File: src/design/wdrt_cfg.svh
// Watchdog reset timer constants: register map, field positions, timing
`ifndef WDRT_CFG_SVH
`define WDRT_CFG_SVH
`define WDRT_CTRL_ADDR 8'hC0
`define WDRT_CTRL_RESET 8'h00
`define WDRT_CTRL_RD_MASK 8'hEF
`define WDRT_BIT_EN 3'h0
`define WDRT_BIT_STAT 3'h1
`define WDRT_BIT_REF2 3'h2
`define WDRT_BIT_REF1 3'h3
`define WDRT_CNT_W 16
`define WDRT_CLK_HZ 20000000
`define WDRT_BASE_TIMEOUT_MS 16
`define WDRT_BASE_TICKS 512
`define WDRT_TICK_CYC \
    (`WDRT_CLK_HZ / 1000 * `WDRT_BASE_TIMEOUT_MS / `WDRT_BASE_TICKS)
`define WDRT_RST_PULSE_CYC 16
`endif

File: src/design/wdrt_pkg.sv
// Watchdog reset timer types
package wdrt_pkg;
    // Control register layout, bit 7 down to bit 0
    typedef struct packed {
        logic [2:0] timeout_select_field;
        logic spare;
        logic refresh_first_bit;
        logic refresh_second_bit;
        logic timeout_status_flag;
        logic wd_enable_bit;
    } wdrt_ctrl_t;

    // Special function register access from the core
    typedef struct packed {
        logic rd;
        logic wr;
        logic [7:0] addr;
        logic [7:0] wdata;
        logic bit_wr;
        logic [7:0] bit_addr;
        logic bit_val;
    } wdrt_sfr_req_t;

    typedef enum logic [1:0] {
        WDRT_IDLE = 2'h0,
        WDRT_RUN = 2'h1,
        WDRT_WDRST = 2'h3
    } wdrt_state_t;
endpackage : wdrt_pkg

File: src/design/wdrt_top.sv
// Watchdog reset timer with bit-addressable control register
// Overview of operation
// - While enabled, a missed refresh within the timeout forces system reset
// - Enable bit zero disables; no watchdog reset is ever generated then
// - Timing element is a 16-bit counter driven through a prescaler
// - Select codes 000..111 give 16,32,64,128,256,512,1024,2048 ms
// - A watchdog timeout sets the timeout status flag, bit 1
// - Status flag survives watchdog reset; only external reset clears it
// - Setting enable bit 0 starts with counters cleared
// - Register resets to zero, disabled; single bits writable by address
`timescale 1ns/100ps
`include "wdrt_cfg.svh"
module wdrt_top #(
    parameter int TICK_CYC = `WDRT_TICK_CYC,
    parameter int BASE_TICKS = `WDRT_BASE_TICKS,
    parameter int RST_PULSE_CYC = `WDRT_RST_PULSE_CYC
) (
    input wire logic i_sys_clk, // 20 MHz system clock
    input wire logic i_rst_n, // External hardware reset, active low
    input wire wdrt_pkg::wdrt_sfr_req_t i_req, // Register access
    output logic [7:0] o_sfr_rdata, // Read data, one cycle after rd
    output wdrt_pkg::wdrt_ctrl_t o_ctrl, // Control register contents
    output logic o_wd_reset // System reset request, active high
);
    import wdrt_pkg::*;

    localparam int CW = `WDRT_CNT_W;
    localparam int PW = (RST_PULSE_CYC > 1) ? $clog2(RST_PULSE_CYC) : 1;

    wdrt_ctrl_t ctrl;
    wdrt_ctrl_t wr_val;
    wdrt_state_t state;
    logic [CW-1:0] count;
    logic [CW-1:0] term;
    logic [PW-1:0] pulse_cnt;
    logic wr_hit;
    logic tick;
    logic timeout;
    logic refresh;
    logic restart;
    logic sel_moved;

    // Last tick count of a selected period; 2048 ms just fits 16 bits
    function automatic logic [CW-1:0] term_of(input logic [2:0] sel);
        logic [CW:0] span;
        span = (CW+1)'(BASE_TICKS) << sel;
        term_of = CW'(span - 1'b1);
    endfunction : term_of

    assign term = term_of(ctrl.timeout_select_field);

    always_comb
    begin
        wr_val = ctrl;
        wr_hit = 1'b0;
        if (i_req.wr && i_req.addr == `WDRT_CTRL_ADDR)
        begin
            wr_val = wdrt_ctrl_t'(i_req.wdata);
            wr_hit = 1'b1;
        end
        else if (i_req.bit_wr
            && i_req.bit_addr[7:3] == 5'(`WDRT_CTRL_ADDR >> 3))
        begin
            wr_val[i_req.bit_addr[2:0]] = i_req.bit_val;
            wr_hit = 1'b1;
        end
    end

    // second bit counts only after first
    assign refresh = wr_hit && wr_val.refresh_second_bit
        && ctrl.refresh_first_bit && state != WDRT_WDRST;
    // enable going from clear to set
    assign restart = wr_hit && wr_val.wd_enable_bit && !ctrl.wd_enable_bit
        && state != WDRT_WDRST;
    assign timeout = ctrl.wd_enable_bit && state == WDRT_RUN && tick
        && count >= term;

    // Control register; timeout wins over a write in the same cycle
    always_ff @(posedge i_sys_clk)
    begin
        if (!i_rst_n)
        begin
            ctrl <= wdrt_ctrl_t'(`WDRT_CTRL_RESET);
        end
        else if (timeout)
        begin
            // flag set; kept through own reset
            ctrl <= wdrt_ctrl_t'(`WDRT_CTRL_RESET);
            ctrl.timeout_status_flag <= 1'b1;
        end
        else if (wr_hit && state != WDRT_WDRST)
        begin
            ctrl.timeout_select_field <= wr_val.timeout_select_field;
            ctrl.wd_enable_bit <= wr_val.wd_enable_bit;
            ctrl.refresh_first_bit <= refresh ? 1'b0
                : wr_val.refresh_first_bit;
            // lone second bit does not stick
            ctrl.refresh_second_bit <= 1'b0;
        end
    end

    // Sequencer; during the reset pulse the core is held, writes dropped
    always_ff @(posedge i_sys_clk)
    begin
        if (!i_rst_n)
        begin
            state <= WDRT_IDLE;
        end
        else
        begin
            unique case (state)
                WDRT_IDLE:
                    state <= restart ? WDRT_RUN : WDRT_IDLE;
                WDRT_RUN:
                    if (timeout)
                        state <= WDRT_WDRST;
                    // clearing enable stops timing
                    // A re-enable on the very next edge must not strand
                    // the enable bit set with the sequencer idle
                    else if (!ctrl.wd_enable_bit && !restart)
                        state <= WDRT_IDLE;
                WDRT_WDRST:
                    if (pulse_cnt == PW'(RST_PULSE_CYC - 1))
                        state <= WDRT_IDLE;
                default:
                    state <= WDRT_IDLE;
            endcase
        end
    end

    wdrt_prescaler #(
        .DIV(TICK_CYC)
    ) u_prescaler (
        .i_sys_clk(i_sys_clk),
        .i_rst_n(i_rst_n),
        .i_clear(state != WDRT_RUN || restart || refresh),
        .o_tick(tick)
    );

    // tick counter, saturating at its width
    always_ff @(posedge i_sys_clk)
    begin
        if (!i_rst_n || state != WDRT_RUN || restart || refresh || timeout)
            count <= '0;
        else if (tick && count != '1)
            count <= count + 1'b1;
    end

    // Reset pulse width counter
    always_ff @(posedge i_sys_clk)
    begin
        if (!i_rst_n || state != WDRT_WDRST)
            pulse_cnt <= '0;
        else
            pulse_cnt <= pulse_cnt + 1'b1;
    end

    always_ff @(posedge i_sys_clk)
    begin
        if (!i_rst_n)
            o_wd_reset <= 1'b0;
        else if (timeout)
            o_wd_reset <= 1'b1;
        else if (state == WDRT_WDRST && pulse_cnt == PW'(RST_PULSE_CYC - 1))
            o_wd_reset <= 1'b0;
    end

    // Registered read port; unused bit 4 reads zero
    always_ff @(posedge i_sys_clk)
    begin
        if (!i_rst_n)
        begin
            o_sfr_rdata <= 8'h00;
            o_ctrl <= wdrt_ctrl_t'(`WDRT_CTRL_RESET);
        end
        else
        begin
            o_sfr_rdata <= (i_req.rd && i_req.addr == `WDRT_CTRL_ADDR)
                ? (ctrl & `WDRT_CTRL_RD_MASK) : 8'h00;
            o_ctrl <= ctrl & `WDRT_CTRL_RD_MASK;
        end
    end

    // Check helper: a select change mid-run may leave the counter above
    // the new terminal until the next tick, which is legal
    always_ff @(posedge i_sys_clk)
    begin
        if (!i_rst_n || state != WDRT_RUN || restart)
            sel_moved <= 1'b0;
        else if (wr_hit
            && wr_val.timeout_select_field != ctrl.timeout_select_field)
            sel_moved <= 1'b1;
    end
endmodule : wdrt_top

File: src/design/wdrt_prescaler.sv
// Prescaler producing one tick pulse every DIV clocks
`timescale 1ns/100ps
module wdrt_prescaler #(
    parameter int DIV = 625
) (
    input wire logic i_sys_clk, // System clock
    input wire logic i_rst_n, // Synchronous reset, active low
    input wire logic i_clear, // Restart the division from zero
    output logic o_tick // One-cycle tick
);
    localparam int W = (DIV > 1) ? $clog2(DIV) : 1;
    localparam logic [W-1:0] LAST = W'(DIV - 1);
    logic [W-1:0] div_cnt;

    // Divider; a clear also drops a pending tick so a restart is full length
    always_ff @(posedge i_sys_clk)
    begin
        if (!i_rst_n || i_clear)
        begin
            div_cnt <= '0;
            o_tick <= 1'b0;
        end
        else
        begin
            o_tick <= (div_cnt == LAST);
            div_cnt <= (div_cnt == LAST) ? '0 : div_cnt + 1'b1;
        end
    end
endmodule : wdrt_prescaler

File: config.mk
export PLATFORM = sky130hd
export DESIGN_NAME = wdrt_top
export DESIGN_NICKNAME = d
export VERILOG_FILES = /design/src/design/wdrt_pkg.sv /design/src/design/wdrt_top.sv /design/src/design/wdrt_prescaler.sv
export VERILOG_INCLUDE_DIRS = /design/src /design/src/design
export SDC_FILE = /design/constraint.sdc
export NUM_CORES = 1
export LEC_CHECK = 0
export BUFFER_PORTS_ARGS = -buffer_cell sky130_fd_sc_hd__buf_2
export CAP_MARGIN = 20
export CORE_MARGIN = 1.5
export CORE_UTILIZATION = 56
export DETAILED_ROUTE_END_ITERATION = 10
export PLACE_DENSITY_LB_ADDON = 0.15
export SLEW_MARGIN = 40
export SYNTH_ARGS = -nofsm -noshare
export SYNTH_HDL_FRONTEND = slang
export SYNTH_SLANG_ARGS = --single-unit
File: constraint.sdc
create_clock -name i_sys_clk -period 3.4 [get_ports i_sys_clk]
set_input_delay 0.17 -clock i_sys_clk [delete_from_list [all_inputs] [get_ports i_sys_clk]]
set_output_delay 0.17 -clock i_sys_clk [all_outputs]
set_load 0.1 [all_outputs]
# ---- Yosys cells after proc, flatten, opt, wreduce, memory -nomap -nowiden
# Index checks and enable logic that the tools add are counted.
# Widths: inputs -> output; s select.
dict set report totals {
  out_inout_bits 17
  input_bits 30
  ff_bits 54
  wordCells 90
}
dict set report classes {
  add_sub_neg 4
  muxes 15
  n_shift 1
  n_reduce_logical 38
  bitwise_logic 1
  n_eq_ne 11
  magnitude_cmp 3
}
# cell n
set op_table {}
lappend op_table {{$logic_and 1x1->1} 17}
lappend op_table {{$add 16x1->16 const B} 1}
lappend op_table {{$ge 16x16->1} 1}
lappend op_table {{$mux 8} 2}
lappend op_table {{$ne 16x16->1 const B} 1}
lappend op_table {{$shl 10x3->16 const A} 1}
lappend op_table {{$sub 16x1->16 const B} 1}
lappend op_table {{$add 10x1->10 const B} 1}
lappend op_table {{$eq 10x10->1 const B} 1}
lappend op_table {{$bwmux 8} 1}
lappend op_table {{$eq 8x8->1 const B} 1}
lappend op_table {{$logic_or 1x1->1} 8}
lappend op_table {{$reduce_and 2->1} 4}
lappend op_table {{$mux 1} 7}
lappend op_table {{$mux 2} 3}
lappend op_table {{$pmux 2 s3} 1}
lappend op_table {{$eq 5x5->1 const B} 1}
lappend op_table {{$add 4x1->4 const B} 1}
lappend op_table {{$eq 4x4->1 const B} 1}
lappend op_table {{$lt 3x4->1 const B} 1}
lappend op_table {{$ne 2x2->1 const B} 2}
lappend op_table {{$reduce_bool 2->1} 2}
lappend op_table {{$reduce_or 2->1} 2}
lappend op_table {{$demux 1 s3} 1}
lappend op_table {{9 further kinds} 11}

# ---- Depth between registers and ports, before layout
dict set report logic_depth {
  ltp_word 15
  mapped_depth 14
  ltp_nobuf 12
}

# ---- Cells and area by module
# A second synthesis with hierarchy kept.
dict set report hier_totals {
  hier_cells 320
  hier_area_um2 2773.9
}
# module area_per_inst_um2 n_inst seq_area_each_um2 cells_per_inst
set by_module_without_submodules {}
lappend by_module_without_submodules {wdrt_top 2289.7 1 820.8 264}
lappend by_module_without_submodules {wdrt_prescaler 484.2 1 220.2 56}

# ---- Least setup slack after synthesis
# Ideal clock, no wire load.
dict set report synth_timing {
  path_kind {reg-to-reg}
  start {register ctrl[5] (netlist name)}
  end {register ctrl[3] (netlist name)}
  n_path_buf 2
  arrival_time_ns 2.537
  stages_incl_launch_ff 11
  setup_slack_ns 0.772
  t_required_ns 3.309
  period_less_slack_ns 2.628
  setup_ns 0.091
  path_cell_list {dfxtp_1 clkbuf_1 or3_1 ha_1 buf_1 xor2_1 ha_1 nor2b_1 o31ai_2 nand3_1 a311oi_1}
}
dict set report synth_via {
  elab_chain_len 5
}
# element line
set synth_lines {}
lappend synth_lines {{start: declaration} wdrt_top.sv:30} ;# wdrt_ctrl_t ctrl;
lappend synth_lines {{start signal: assignment} wdrt_top.sv:83} ;# ctrl <= wdrt_ctrl_t'(`WDRT_CTRL_RESET);
lappend synth_lines {{start signal: assignment} wdrt_top.sv:88} ;# ctrl <= wdrt_ctrl_t'(`WDRT_CTRL_RESET);
lappend synth_lines {{$shl 10x3->16} wdrt_top.sv:46} ;# span = (CW+1)'(BASE_TICKS) << sel;
lappend synth_lines {{$sub 16x1->16} wdrt_top.sv:47} ;# term_of = CW'(span - 1'b1);
lappend synth_lines {{$ge 16x16->1} wdrt_top.sv:76} ;# && count >= term;
lappend synth_lines {{$logic_and 1x1->1} wdrt_top.sv:76}
lappend synth_lines {{$reduce_or 2->1 (no source line)} --}
# No other way between the ends.
# A chain may end at the register's enable or synchronous reset.

# ---- Final worst setup path
# Same ends and word-level chain as after synthesis.

==> metrics.log <==
[metrics] number of antenna violations at the first check in global routing: 0
[metrics] warning count from the yosys run: 0
[metrics] max-slew violation total from the final report: 0
[metrics] aggregate negative setup slack: 0 ps
[metrics] number of rows created at floorplan: 25
[metrics] synth-to-layout area growth: 11.33%
[metrics] run status: finished clean
[metrics] number of synthesized flops with an enable pin: 0
[metrics] number of buffers created by CTS: 5
[metrics] maximum number of buffers from clock root to sink: 2
[metrics] Setup Buffers After CTS: 0
[metrics] RSZ-0062 raised after global routing: no
[metrics] worst min path class: input port to register
[metrics] Final GP Congestion: 0.8172
[metrics] first-pass GRT wire length: 8135 um
[metrics] relative slew slack: 0.6560
[metrics] required time of the worst setup path: 3610 ps
[metrics] Synth Cell Area: 0.002705 sq mm
[metrics] sequential area share after synthesis: 0.3848
[metrics] number of distinct library cells after synthesis: 58
[metrics] leading cell types in the layout, fill and taps excluded: sky130_fd_sc_hd__dfxtp_1, sky130_fd_sc_hd__nor2_1, sky130_fd_sc_hd__buf_2, sky130_fd_sc_hd__nand2_1, sky130_fd_sc_hd__nand3_1
[metrics] WP data arrival: 3030 ps
[metrics] initial core utilization: 0.5765
[metrics] total routing usage reported by global routing: 0.1943
[metrics] Avg Vias per Cell: 5.525
[metrics] Final #Nets: 389
[metrics] synthesized area per cell: 8.811 sq um
[metrics] total routed wirelength: 4840 um
[metrics] die outline height: 72.50 um
[metrics] post-layout minimum cycle time: 2817 ps
[metrics] leading cell type in the layout, fill and taps excluded: sky130_fd_sc_hd__dfxtp_1
[metrics] Iteration-0 DRC Markers: 111
[metrics] fill count: 411
[metrics] pin count of the biggest net entering global routing: 17
[metrics] Period Utilization, post-route: 0.8285
[metrics] critical path startpoint: ctrl[5]
[metrics] critical path peak fanout: 9
[metrics] number of clock sinks seen by CTS: 52
[metrics] worst supply voltage drop on vdd: 0.1697 mV
[metrics] overall overflow remaining after global route: 0
[metrics] DRC errors left: 0
[metrics] cell at the root of the clock tree: sky130_fd_sc_hd__clkbuf_8
[metrics] Die X-Extent: 72.50 um
[metrics] worst reg2reg path startpoint: ctrl[5]
[metrics] count of mapped cells out of synthesis: 307
[metrics] P_leak: 1.137 nW
[metrics] total via count after detailed routing: 2,221
[metrics] TritonCTS clock tree: yes
[metrics] element type at the critical path end: register
[metrics] length of the first detailed-routing pass in iterations: 4
[metrics] quantity of hold-fixing buffers added after cts: 0
[metrics] Inserted Diodes: 0
[metrics] H-tree Lvls: 2
[metrics] Max Clk Rate: 355.0 MHz
[metrics] latest clock arrival within the worst-skew pair: 300 ps
[metrics] antenna-violating nets left: 0
[metrics] max capacitance violation total: 0
[metrics] Port Buf Inserts: 40
[metrics] CP Launch Type: register
[metrics] fraction of layout cells with a size suffix above 1: 0.1810
[metrics] final setup vio count: 0
[metrics] die outline area: 0.005256 sq mm
[metrics] post-DP HPWL: 3654 um
[metrics] Total Power: 1.022 mW
[metrics] share of async-settable or async-resettable flops after synthesis: 0
[metrics] number of cells upsized or downsized after cts: 0
[metrics] actual transition at the worst max-transition pin: 512.1 ps
[metrics] Worst Min Path Start: i_req[13]
[metrics] kind of critical path: register to register
[metrics] worst-case clock skew: 8.712 ps
[metrics] Post-synth top flop: sky130_fd_sc_hd__dfxtp_1
[metrics] average wire per cell in the routed design: 12.04 um
[metrics] number of storage elements in the synthesis netlist: 52
[metrics] via count of the first global-routing pass: 1,930
[metrics] area of the core: 0.004692 sq mm
[metrics] final hold viol count: 0
[metrics] top-level I/O count: 47
[metrics] total power density per cell area: 339.5 mW/mm^2
[metrics] clock slew at the register clock pins of the worst setup and hold paths: 90 ps
==> path summary, 6_finish.rpt <==
check / end / slack, ps / cells past startpoint
setup / recovery: ctrl[3] / 580 / 8
hold / removal: ctrl[3] / 140 / 3
setup reg to reg: ctrl[3] / 580 / 8
hold reg to reg: pulse_cnt[0] / 450 / 1
==> power by group <==
group	internal (mW)	switching (mW)
combinational	0.0187	0.0382
clock	0.166	0.190
sequential	0.609	0.000550
total	0.794	0.229
==> flip-flops by register name (all words and copies together) (netlist names) <==
signal and cells:
count 16, u_prescaler.div_cnt 10, ctrl 6, o_ctrl 6, o_sfr_rdata 6, pulse_cnt 4
state 2, o_wd_reset 1, u_prescaler.o_tick 1
==> routing by layer <==
metal,GRT usage,part of all wire,vias up
li1,-,-,1154
met1,0.2310,0.47,1021
met2,0.3405,0.48,38
met3,0.04861,0.037,8
met4,0.06709,0.014,0
met5,0,0,-
==> synthesized netlist by cell type (all sizes together) (2+ instances only) <==
cell | count | share of area
a211oi | 5 | 0.014
a21boi | 2 | 0.0055
a21oi | 12 | 0.022
a31oi | 3 | 0.0069
and2 | 13 | 0.030
and3 | 3 | 0.0069
buf | 8 | 0.020
clkbuf | 2 | 0.0028
dfxtp | 52 | 0.38
ha | 12 | 0.056
inv | 11 | 0.015
mux2i | 3 | 0.011
nand2 | 20 | 0.028
nand2b | 5 | 0.012
nand3 | 19 | 0.037
nand4 | 9 | 0.037
nand4b | 2 | 0.0088
nor2 | 48 | 0.068
nor2b | 3 | 0.0069
nor3 | 11 | 0.020
nor3b | 3 | 0.0083
nor4 | 4 | 0.017
nor4b | 3 | 0.018
o21a | 4 | 0.011
o21ai | 3 | 0.0055
o22ai | 2 | 0.0046
o31ai | 3 | 0.010
or2 | 2 | 0.0046
or3 | 4 | 0.011
xnor2 | 17 | 0.055
xor2 | 7 | 0.023
==> metrics by stage <==
| step | cell area [sq um] | setup slack (ps) | hold slack (ps) | utilization | std cells |
|---|---|---|---|---|---|
| final | 3012 | 583.1 | 143.1 | 0.6419 | 402 |
| after detailed placement | 2922 | 606.9 | 442.1 | 0.6227 | 394 |
| after CTS | 3012 | 559.2 | 137.6 | 0.6419 | 402 |
| after floorplan | 2716 | 771.7 | 315.9 | - | 310 |
| after global routing | 3012 | 323.5 | 164.6 | 0.6419 | 402 |
| after global placement | 2922 | 656.2 | 431.7 | 0.6227 | 394 |
==> logic make-up (layout without fill, tap and decap cells) <==
logic type | Yosys count | in the layout | synth area share
flops | 52 | 52 | 0.3848
fa+ha+maj | 12 | 12 | 0.05550
simple gates | 151 | 151 | 0.3187
compound gates | 42 | 42 | 0.1082
mux | 4 | 4 | 0.01526
other cells | 1 | 4 | 0.001386
xor+xnor | 24 | 24 | 0.07771
buf+inv | 21 | 59 | 0.03839
==> layout make-up <==
type                    count  area [sq um]  area share
clock buffers               8         90.09     0.02991
multi-input cells         237          1572      0.5218
inverters                  11         41.29     0.01371
flip-flops and latches     52          1041      0.3457
repair buffers             40         200.2     0.06647
well taps                  54         67.56     0.02243
==> critical path, cell delays in order (launching register included) <==
cell and delay, ps:
sky130_fd_sc_hd__dfxtp_1 410, sky130_fd_sc_hd__or3_1 410, sky130_fd_sc_hd__ha_1 280, sky130_fd_sc_hd__xor2_1 200, sky130_fd_sc_hd__ha_1 290, sky130_fd_sc_hd__nor2b_1 140, sky130_fd_sc_hd__o31ai_2 410, sky130_fd_sc_hd__nand3_1 290
sky130_fd_sc_hd__a311oi_1 300
Power figures use the tool's default switching activity.
